===== src/logic/gpiopc_pkg.sv =====
package gpiopc_pkg;
  localparam logic [15:0] PORT_B_DATA_OFS = 16'hFFD7;
  localparam logic [15:0] PORT_B_DIR_OFS = 16'hFFE7;
  localparam logic [17:0] PORT_B_DATA_ADDR = {PORT_B_DATA_OFS, 2'b00};
  localparam logic [17:0] PORT_B_DIR_ADDR = {PORT_B_DIR_OFS, 2'b00};
  localparam logic [17:0] PORT_A_PU_ADDR = 18'h00000;
  localparam logic [17:0] PORT_A_DIR_ADDR = 18'h00004;
  localparam logic [17:0] SER_CTRL_ADDR = 18'h00008;
  localparam logic [17:0] POWER_MODE_ADDR = 18'h0000C;
  localparam logic [7:0] PORT_B_RESET = 8'hF8;
  localparam logic [7:0] PORT_A_RESET = 8'h00;
  localparam logic [7:0] ALL_ONES = 8'hFF;
  localparam logic [2:0] PORT_B_RW_MASK = 3'h7;
  localparam int B_IN_BIT = 3;
  localparam int B_TX_BIT = 2;
  localparam int B_RX_BIT = 1;
  localparam int B_CK_BIT = 0;
  localparam logic [1:0] RESP_OKAY = 2'h0;
  localparam logic [1:0] RESP_SLVERR = 2'h2;

  typedef enum logic [2:0] {
    PM_ACTIVE = 3'h0,
    PM_SUBACTIVE = 3'h1,
    PM_SLEEP = 3'h2,
    PM_SUBSLEEP = 3'h3,
    PM_WATCH = 3'h4,
    PM_STANDBY = 3'h5
  } gpiopc_pmode_t;

  typedef struct packed {
    logic tx_on;
    logic rx_on;
    logic clk_source_hi;
    logic clk_source_lo;
    logic sync_mode_select;
    logic serial2_tx_pin_select;
    logic ext_int0_select;
  } gpiopc_serctl_t;

  typedef struct packed {
    logic [3:0] pin_in;
    logic [2:0] pin_out;
    logic [2:0] pin_oe;
  } gpiopc_portb_t;
endpackage


===== src/logic/gpiopc_port_b_mux.sv =====
`timescale 1ns/100ps
`default_nettype none
module gpiopc_port_b_mux (
  input wire logic [2:0] dir, // port b direction bits
  input wire logic [2:0] latch, // port b data latch bits
  input wire gpiopc_pkg::gpiopc_serctl_t ctl, // serial pin control
  input wire logic tx_data, // serial transmit data
  input wire logic clk_data, // serial clock out data
  output logic [2:0] pin_out, // pin drive levels
  output logic [2:0] pin_oe, // pin drive enables
  output logic [2:0] gp_sel // pin owned by general io
);
  always_comb begin
    gp_sel = 3'h7;
    pin_out = latch;
    pin_oe = dir;
    if (ctl.serial2_tx_pin_select && ctl.tx_on) begin
      gp_sel[gpiopc_pkg::B_TX_BIT] = 1'b0;
      pin_out[gpiopc_pkg::B_TX_BIT] = tx_data;
      pin_oe[gpiopc_pkg::B_TX_BIT] = 1'b1;
    end
    if (ctl.rx_on) begin
      gp_sel[gpiopc_pkg::B_RX_BIT] = 1'b0;
      pin_out[gpiopc_pkg::B_RX_BIT] = 1'b0;
      pin_oe[gpiopc_pkg::B_RX_BIT] = 1'b0;
    end
    if (ctl.clk_source_hi) begin
      gp_sel[gpiopc_pkg::B_CK_BIT] = 1'b0;
      pin_out[gpiopc_pkg::B_CK_BIT] = 1'b0;
      pin_oe[gpiopc_pkg::B_CK_BIT] = 1'b0;
    end else if (ctl.clk_source_lo || ctl.sync_mode_select) begin
      gp_sel[gpiopc_pkg::B_CK_BIT] = 1'b0;
      pin_out[gpiopc_pkg::B_CK_BIT] = clk_data;
      pin_oe[gpiopc_pkg::B_CK_BIT] = 1'b1;
    end
  end
endmodule
`default_nettype wire


===== src/logic/gpiopc_top.sv =====
`timescale 1ns/100ps
`default_nettype none
// How it works
// - port a hi-z in reset/standby, holds in sleeps
// - standby pull-up pins show high
// - pull-up on when direction 0, enable 1
// - pull-ups off after reset
// - port b: three io pins, one input
// - data latch resets F8, upper ones
// - read gives latch if output, else pin
// - direction 1 output, 0 input
// - direction register resets F8
// - direction register write-only, reads ones
// - general settings only when pin unassigned
// - bit 2 transmit when select and enabled
// - bit 1 receive when receive enabled
// - bit 0 serial clock per clock source, output also in sync mode
module gpiopc_top (
  input wire logic aclk, // clock
  input wire logic aresetn, // sync reset, active low
  input wire logic [17:0] s_axi_awaddr, // write address
  input wire logic s_axi_awvalid, // write address valid
  output logic s_axi_awready, // write address ready
  input wire logic [31:0] s_axi_wdata, // write data
  input wire logic [3:0] s_axi_wstrb, // write strobes
  input wire logic s_axi_wvalid, // write data valid
  output logic s_axi_wready, // write data ready
  output logic [1:0] s_axi_bresp, // write response
  output logic s_axi_bvalid, // write response valid
  input wire logic s_axi_bready, // write response ready
  input wire logic [17:0] s_axi_araddr, // read address
  input wire logic s_axi_arvalid, // read address valid
  output logic s_axi_arready, // read address ready
  output logic [31:0] s_axi_rdata, // read data
  output logic [1:0] s_axi_rresp, // read response
  output logic s_axi_rvalid, // read valid
  input wire logic s_axi_rready, // read ready
  input wire logic [7:0] port_a_in, // port a pin levels
  input wire logic [7:0] port_a_out_req, // port a drive from port logic
  output logic [7:0] port_a_oe, // port a drive enables
  output logic [7:0] port_a_out, // port a drive levels
  output logic [7:0] port_a_pullup, // port a pull-up on
  input wire logic [3:0] port_b_in, // port b pin levels
  output logic [2:0] port_b_out, // port b drive levels
  output logic [2:0] port_b_oe, // port b drive enables
  input wire logic serial2_tx_pin, // serial transmit data
  input wire logic serial2_clk_out, // serial clock out data
  output logic serial2_rx_pin, // serial receive data
  output logic serial2_clk_in, // serial clock in
  output logic ext_int0_in // interrupt 0 input level
);
  logic [7:0] a_pu_q, a_dir_q;
  logic [7:0] a_hold_out_q, a_hold_oe_q;
  logic [2:0] b_lat_q, b_dir_q;
  gpiopc_pkg::gpiopc_serctl_t ctl_q;
  gpiopc_pkg::gpiopc_pmode_t pm_q;
  logic [3:0] b_s1_q, b_s2_q;
  logic [7:0] a_s1_q, a_s2_q;
  logic [2:0] mux_out, mux_oe;
  logic [17:0] aw_q;
  logic aw_have_q, w_have_q;
  logic [31:0] wd_q;
  logic [3:0] ws_q;
  logic [31:0] rd_d;
  logic rd_ok_d;
  logic do_wr;

  function automatic logic known_addr(input logic [17:0] a);
    known_addr = (a == gpiopc_pkg::PORT_B_DATA_ADDR) || (a == gpiopc_pkg::PORT_B_DIR_ADDR) ||
                 (a == gpiopc_pkg::PORT_A_PU_ADDR) || (a == gpiopc_pkg::PORT_A_DIR_ADDR) ||
                 (a == gpiopc_pkg::SER_CTRL_ADDR) || (a == gpiopc_pkg::POWER_MODE_ADDR);
  endfunction

  always_ff @(posedge aclk) begin
    b_s1_q <= port_b_in;
    b_s2_q <= b_s1_q;
    a_s1_q <= port_a_in;
    a_s2_q <= a_s1_q;
  end

  // write channel capture
  assign s_axi_awready = !aw_have_q && !s_axi_bvalid;
  assign s_axi_wready = !w_have_q && !s_axi_bvalid;
  assign do_wr = aw_have_q && w_have_q;
  always_ff @(posedge aclk) begin
    if (!aresetn) begin
      aw_have_q <= 1'b0;
      w_have_q <= 1'b0;
      aw_q <= 18'h00000;
      wd_q <= 32'h00000000;
      ws_q <= 4'h0;
    end else begin
      if (s_axi_awvalid && s_axi_awready) begin
        aw_have_q <= 1'b1;
        aw_q <= s_axi_awaddr;
      end
      if (s_axi_wvalid && s_axi_wready) begin
        w_have_q <= 1'b1;
        wd_q <= s_axi_wdata;
        ws_q <= s_axi_wstrb;
      end
      if (do_wr) begin
        aw_have_q <= 1'b0;
        w_have_q <= 1'b0;
      end
    end
  end

  always_ff @(posedge aclk) begin
    if (!aresetn) begin
      s_axi_bvalid <= 1'b0;
      s_axi_bresp <= gpiopc_pkg::RESP_OKAY;
    end else if (do_wr) begin
      s_axi_bvalid <= 1'b1;
      s_axi_bresp <= known_addr(aw_q) ? gpiopc_pkg::RESP_OKAY : gpiopc_pkg::RESP_SLVERR;
    end else if (s_axi_bready) begin
      s_axi_bvalid <= 1'b0;
    end
  end

  // register writes, only low byte lane meaningful
  always_ff @(posedge aclk) begin
    if (!aresetn) begin
      b_lat_q <= gpiopc_pkg::PORT_B_RESET[2:0];
      b_dir_q <= gpiopc_pkg::PORT_B_RESET[2:0];
      a_pu_q <= gpiopc_pkg::PORT_A_RESET;
      a_dir_q <= gpiopc_pkg::PORT_A_RESET;
      ctl_q <= '0;
      pm_q <= gpiopc_pkg::PM_ACTIVE;
    end else if (do_wr && ws_q[0]) begin
      case (aw_q)
        gpiopc_pkg::PORT_B_DATA_ADDR: b_lat_q <= wd_q[2:0] & gpiopc_pkg::PORT_B_RW_MASK;
        gpiopc_pkg::PORT_B_DIR_ADDR: b_dir_q <= wd_q[2:0];
        gpiopc_pkg::PORT_A_PU_ADDR: a_pu_q <= wd_q[7:0];
        gpiopc_pkg::PORT_A_DIR_ADDR: a_dir_q <= wd_q[7:0];
        gpiopc_pkg::SER_CTRL_ADDR: ctl_q <= gpiopc_pkg::gpiopc_serctl_t'(wd_q[6:0]);
        gpiopc_pkg::POWER_MODE_ADDR: pm_q <= gpiopc_pkg::gpiopc_pmode_t'(wd_q[2:0]);
        default: ;
      endcase
    end
  end

  // read path
  always_comb begin
    rd_d = 32'h00000000;
    rd_ok_d = 1'b1;
    case (s_axi_araddr)
      gpiopc_pkg::PORT_B_DATA_ADDR: begin
        rd_d[7:0] = gpiopc_pkg::PORT_B_RESET;
        rd_d[gpiopc_pkg::B_IN_BIT] = b_s2_q[gpiopc_pkg::B_IN_BIT];
        for (int i = 0; i < 3; i++) begin
          rd_d[i] = b_dir_q[i] ? b_lat_q[i] : b_s2_q[i];
        end
      end
      gpiopc_pkg::PORT_B_DIR_ADDR: rd_d[7:0] = gpiopc_pkg::ALL_ONES;
      gpiopc_pkg::PORT_A_PU_ADDR: rd_d[7:0] = a_pu_q;
      gpiopc_pkg::PORT_A_DIR_ADDR: rd_d[7:0] = a_s2_q;
      gpiopc_pkg::SER_CTRL_ADDR: rd_d[6:0] = ctl_q;
      gpiopc_pkg::POWER_MODE_ADDR: rd_d[2:0] = pm_q;
      default: rd_ok_d = 1'b0;
    endcase
  end

  assign s_axi_arready = !s_axi_rvalid;
  always_ff @(posedge aclk) begin
    if (!aresetn) begin
      s_axi_rvalid <= 1'b0;
      s_axi_rdata <= 32'h00000000;
      s_axi_rresp <= gpiopc_pkg::RESP_OKAY;
    end else if (s_axi_arvalid && s_axi_arready) begin
      s_axi_rvalid <= 1'b1;
      s_axi_rdata <= rd_d;
      s_axi_rresp <= rd_ok_d ? gpiopc_pkg::RESP_OKAY : gpiopc_pkg::RESP_SLVERR;
    end else if (s_axi_rready) begin
      s_axi_rvalid <= 1'b0;
    end
  end

  gpiopc_port_b_mux u_mux (
    .dir(b_dir_q),
    .latch(b_lat_q),
    .ctl(ctl_q),
    .tx_data(serial2_tx_pin),
    .clk_data(serial2_clk_out),
    .pin_out(mux_out),
    .pin_oe(mux_oe),
    .gp_sel()
  );

  // port b pin state per power mode
  always_ff @(posedge aclk) begin
    if (!aresetn) begin
      port_b_out <= 3'h0;
      port_b_oe <= 3'h0;
    end else begin
      case (pm_q)
        gpiopc_pkg::PM_ACTIVE, gpiopc_pkg::PM_SUBACTIVE: begin
          port_b_out <= mux_out;
          port_b_oe <= mux_oe;
        end
        gpiopc_pkg::PM_STANDBY: begin
          port_b_out <= 3'h0;
          port_b_oe <= 3'h0;
        end
        default: ;
      endcase
    end
  end

  always_ff @(posedge aclk) begin
    if (!aresetn) begin
      serial2_rx_pin <= 1'b1;
      serial2_clk_in <= 1'b0;
      ext_int0_in <= 1'b0;
    end else begin
      serial2_rx_pin <= ctl_q.rx_on ? b_s2_q[gpiopc_pkg::B_RX_BIT] : 1'b1;
      serial2_clk_in <= ctl_q.clk_source_hi & b_s2_q[gpiopc_pkg::B_CK_BIT];
      ext_int0_in <= ctl_q.ext_int0_select & b_s2_q[gpiopc_pkg::B_IN_BIT];
    end
  end

  // port a: pull-ups and per-mode pin state
  always_ff @(posedge aclk) begin
    if (!aresetn) begin
      port_a_pullup <= 8'h00;
      port_a_oe <= 8'h00;
      port_a_out <= 8'h00;
      a_hold_out_q <= 8'h00;
      a_hold_oe_q <= 8'h00;
    end else begin
      port_a_pullup <= a_pu_q & ~a_dir_q;
      case (pm_q)
        gpiopc_pkg::PM_ACTIVE, gpiopc_pkg::PM_SUBACTIVE: begin
          port_a_oe <= a_dir_q;
          port_a_out <= port_a_out_req;
          a_hold_out_q <= port_a_out_req;
          a_hold_oe_q <= a_dir_q;
        end
        gpiopc_pkg::PM_STANDBY: begin
          port_a_oe <= 8'h00;
          port_a_out <= 8'h00;
        end
        default: begin
          port_a_oe <= a_hold_oe_q;
          port_a_out <= a_hold_out_q;
        end
      endcase
    end
  end
endmodule
`default_nettype wire


===== config.mk =====
export PLATFORM = sky130hd
export DESIGN_NAME = gpiopc_top
export DESIGN_NICKNAME = d
export VERILOG_FILES = /design/src/logic/gpiopc_pkg.sv /design/src/logic/gpiopc_port_b_mux.sv /design/src/logic/gpiopc_top.sv
export SDC_FILE = /design/constraint.sdc
export NUM_CORES = 1
export LEC_CHECK = 0
export BUFFER_PORTS_ARGS = -buffer_cell sky130_fd_sc_hd__clkbuf_2
export CAP_MARGIN = 20
export CORE_MARGIN = 8
export CORE_UTILIZATION = 50
export CTS_CLUSTER_SIZE = 16
export DETAILED_ROUTE_END_ITERATION = 7
export PLACE_DENSITY = 0.79
export SETUP_SLACK_MARGIN = 0.4
export SYNTH_ARGS = -nofsm -noshare
export SYNTH_HDL_FRONTEND = slang
export SYNTH_HIERARCHICAL = 1
export SYNTH_SLANG_ARGS = --single-unit

===== constraint.sdc =====
create_clock -name aclk -period 2.25 [get_ports aclk]
set_clock_uncertainty 0.2 [all_clocks]
set_input_delay 0.45 -clock aclk [delete_from_list [all_inputs] [get_ports aclk]]
set_output_delay 0.45 -clock aclk [all_outputs]
set_load 0.1 [all_outputs]

==> key figures <==
Synthesis
  – Avg Synthesized Cell Area: 9.02 um2
  – Synthesized instance count: 606
  – Yosys warnings: 6
  – Cell Area, Synth: 0.00547 mm2

Finish
  – Area Growth Syn to Fin: 39.4%
  – Fin nets: 883
  – Design area: 0.00762 mm2
  – Non-Filler Instances: 935
  – ANT cells: 0
  – Layout cells sized above 1: 26.4%

Power
  – Internal: 0.00457 W
  – Part of the power in registers: 42.6%
  – Gate power share: 14.6%
  – Total power: 0.00644 W
  – Pwr/cell area: 846 mW/mm2
  – Psw: 0.00188 W
  – Sw frac: 29.1%
  – Clock power share: 42.8%
  – Leakage: 3.14 nW
  – IR drop worst, VDD: 0.447 mV

Global routing
  – Vias in the first global route: 4943
  – Initial antenna violation count: 0
  – Total congestion overflow: 0
  – First-pass GRT wire length: 24300 um
  – GRT Overall Usage: 20.7%
  – Largest net degree at the start of global routing: 30

Place
  – Final Wtd Congestion: 0.813
  – Hpwl dp: 9820 um
  – DP Area: 0.00614 mm2
  – I/O Buffers: 121
  – Placed cell count: 844

Route
  – Number of vias per cell: 5.27
  – WL final: 15100 um
  – Wirelength per Cell: 16.1 um
  – Initial DRT Pass Iterations: 5
  – Via count: 4925
  – Drt drc: 0
  – Initial DRC count: 384
  – Antenna-violating nets left: 0

Die
  – IO Pins: 175
  – Starting Density: 50.9%
  – Die area: 0.0145 mm2
  – Die height: 121 um
  – Die X: 121 um
  – Rows: 38
  – Core outline area: 0.0107 mm2

STA
  – Fmax achieved: 0.514 GHz
  – Final Max Slew Viols: 0
  – Slew HR: 64.0%
  – Final setup TNS: 0 ns
  – Final hold slack: 0.0565 ns
  – # setup viols final: 0
  – Final worst path period share: 86.5%
  – Worst Max-Slew Pin Slew: 0.540 ns
  – RSZ-0062 raised after global routing: yes
  – Period minus WS final: 1.95 ns
  – Hold Violations, Final: 0

Setup path
  – Register-to-register setup slack: 0.30 ns
  – Crit path max fanout: 8
  – Critical path data arrival time: 2.14 ns
  – Setup crit end: a_pu_q[1]
  – CP Data Required Time: 2.44 ns
  – Setup crit end kind: register
  – Worst r2r dst: a_pu_q[1]
  – CP Launch Type: register
  – WS Path Type: register to register
  – Crit path from: aw_q[0]
  – Cells on worst reg2reg path: 4
  – R2r startpoint: aw_q[0]

Clock network
  – Num Clock Sinks: 146
  – Worst-path clk slew: 0.06 ns
  – CTS buffer count: 17
  – CTS tree: yes
  – CTS H-tree lvls: 4
  – Root Buffer: clkbuf_8
  – Clk Latency, worst-skew pair: 0.52 ns
  – Clock Tree Buf Depth: 2

Min path
  – Hold Crit Class: primary input to register
  – WHS Path Cells: 3

Job
  – Max-cap viol count: 0

Run status
  – Status: finished clean
flip-flops by register name, summed over array words and instances, names as in the netlist, 3 cells and up:
signal,count
a_dir_q,8
a_hold_oe_q,8
a_hold_out_q,8
a_pu_q,8
a_s1_q,8
a_s2_q,8
aw_q,18
b_dir_q,3
b_lat_q,3
b_s1_q,4
b_s2_q,4
ctl_q,7
pm_q,3
port_a_oe,8
port_a_out,8
port_a_pullup,8
port_b_oe,3
port_b_out,3
s_axi_rdata,8
wd_q,8
metrics by stage:
step	utilization (%)	setup WS [ns]
floorplan	-	0.333
global placement	57.1	0.271
detailed placement	57.1	0.240
CTS	70.0	0.315
global route	70.9	0.256
finish	70.9	0.303
how the worst min path moves through the flow:
stage | slack [ns] | to | start
6_report | 0.06 | s_axi_rvalid | s_axi_arvalid
5_1_grt | 0.06 | s_axi_rvalid | s_axi_arvalid
4_1_cts | 0.009 | s_axi_rvalid | s_axi_arvalid
3_5_place_dp | 0.11 | b_s2_q[3] | b_s1_q[3]
3_3_place_gp | 0.11 | a_s2_q[0] | a_s1_q[0]
2_1_floorplan | 0.11 | a_s2_q[0] | a_s1_q[0]
worst max-delay path, stage by stage (launching register included):
cell and delay [ns]:
dfxtp_2 0.32, or3_4 0.45, or4_4 0.57, o21ai_1 0.18
a21oi_1 0.10
routing by layer:
metal / track usage, % / vias to the layer above / part of all wire (%) / wire (um)
met5: 0 / - / 0 / 0
li1: - / 2426 / - / -
met3: 6.85 / 22 / 7.0 / 1050
met1: 23.3 / 2284 / 40 / 6080
met4: 5.85 / 0 / 1.4 / 211
met2: 36.4 / 193 / 51 / 7710
layout by cell type (no fill, tap or decap), drive strengths merged, types with 3 or more instances in the layout:
master,n
nand2,95
clkinvlp,4
dlygate4sd3,49
nor3,7
a21oi,84
dfxtp,146
a22oi,6
o21ai,55
conb,26
buf,35
mux4,3
and3,3
nand3,36
o2bb2ai,4
clkbuf,124
nand2b,6
nor4,7
nor2b,5
a21boi,16
a31oi,5
inv,11
nand4,6
nor2,25
mux2i,14
and4,4
layout make-up:
cell class                 count  area, um2
clock buffer                  17        414
clock inverter                15        171
fill                         776       3130
inverter                       4       18.8
multi-input combinational    422       2360
sequential                   146       2940
tap                          140        175
timing repair buffer         191       1530
repair_timing:
action                                  in CTS  in global routing
hold buffers                                49                  0
hold endpoints to repair                    57                  0
setup buffers                                3                  7
endpoints found under the setup margin      78                 49
resized for setup                           77                 27
pin swaps                                    5                  7
power by group through the flow:
stage / combinational (W) / clock (W) / sequential, W
2_1_floorplan: 0.000520 / 0 / 0.00294
3_3_place_gp: 0.000764 / 0 / 0.00279
3_5_place_dp: 0.000774 / 0 / 0.00280
4_1_cts: 0.000899 / 0.00278 / 0.00274
5_1_grt: 0.000993 / 0.00291 / 0.00275
6_report: 0.000941 / 0.00276 / 0.00274
Power figures use the tool's default switching activity.
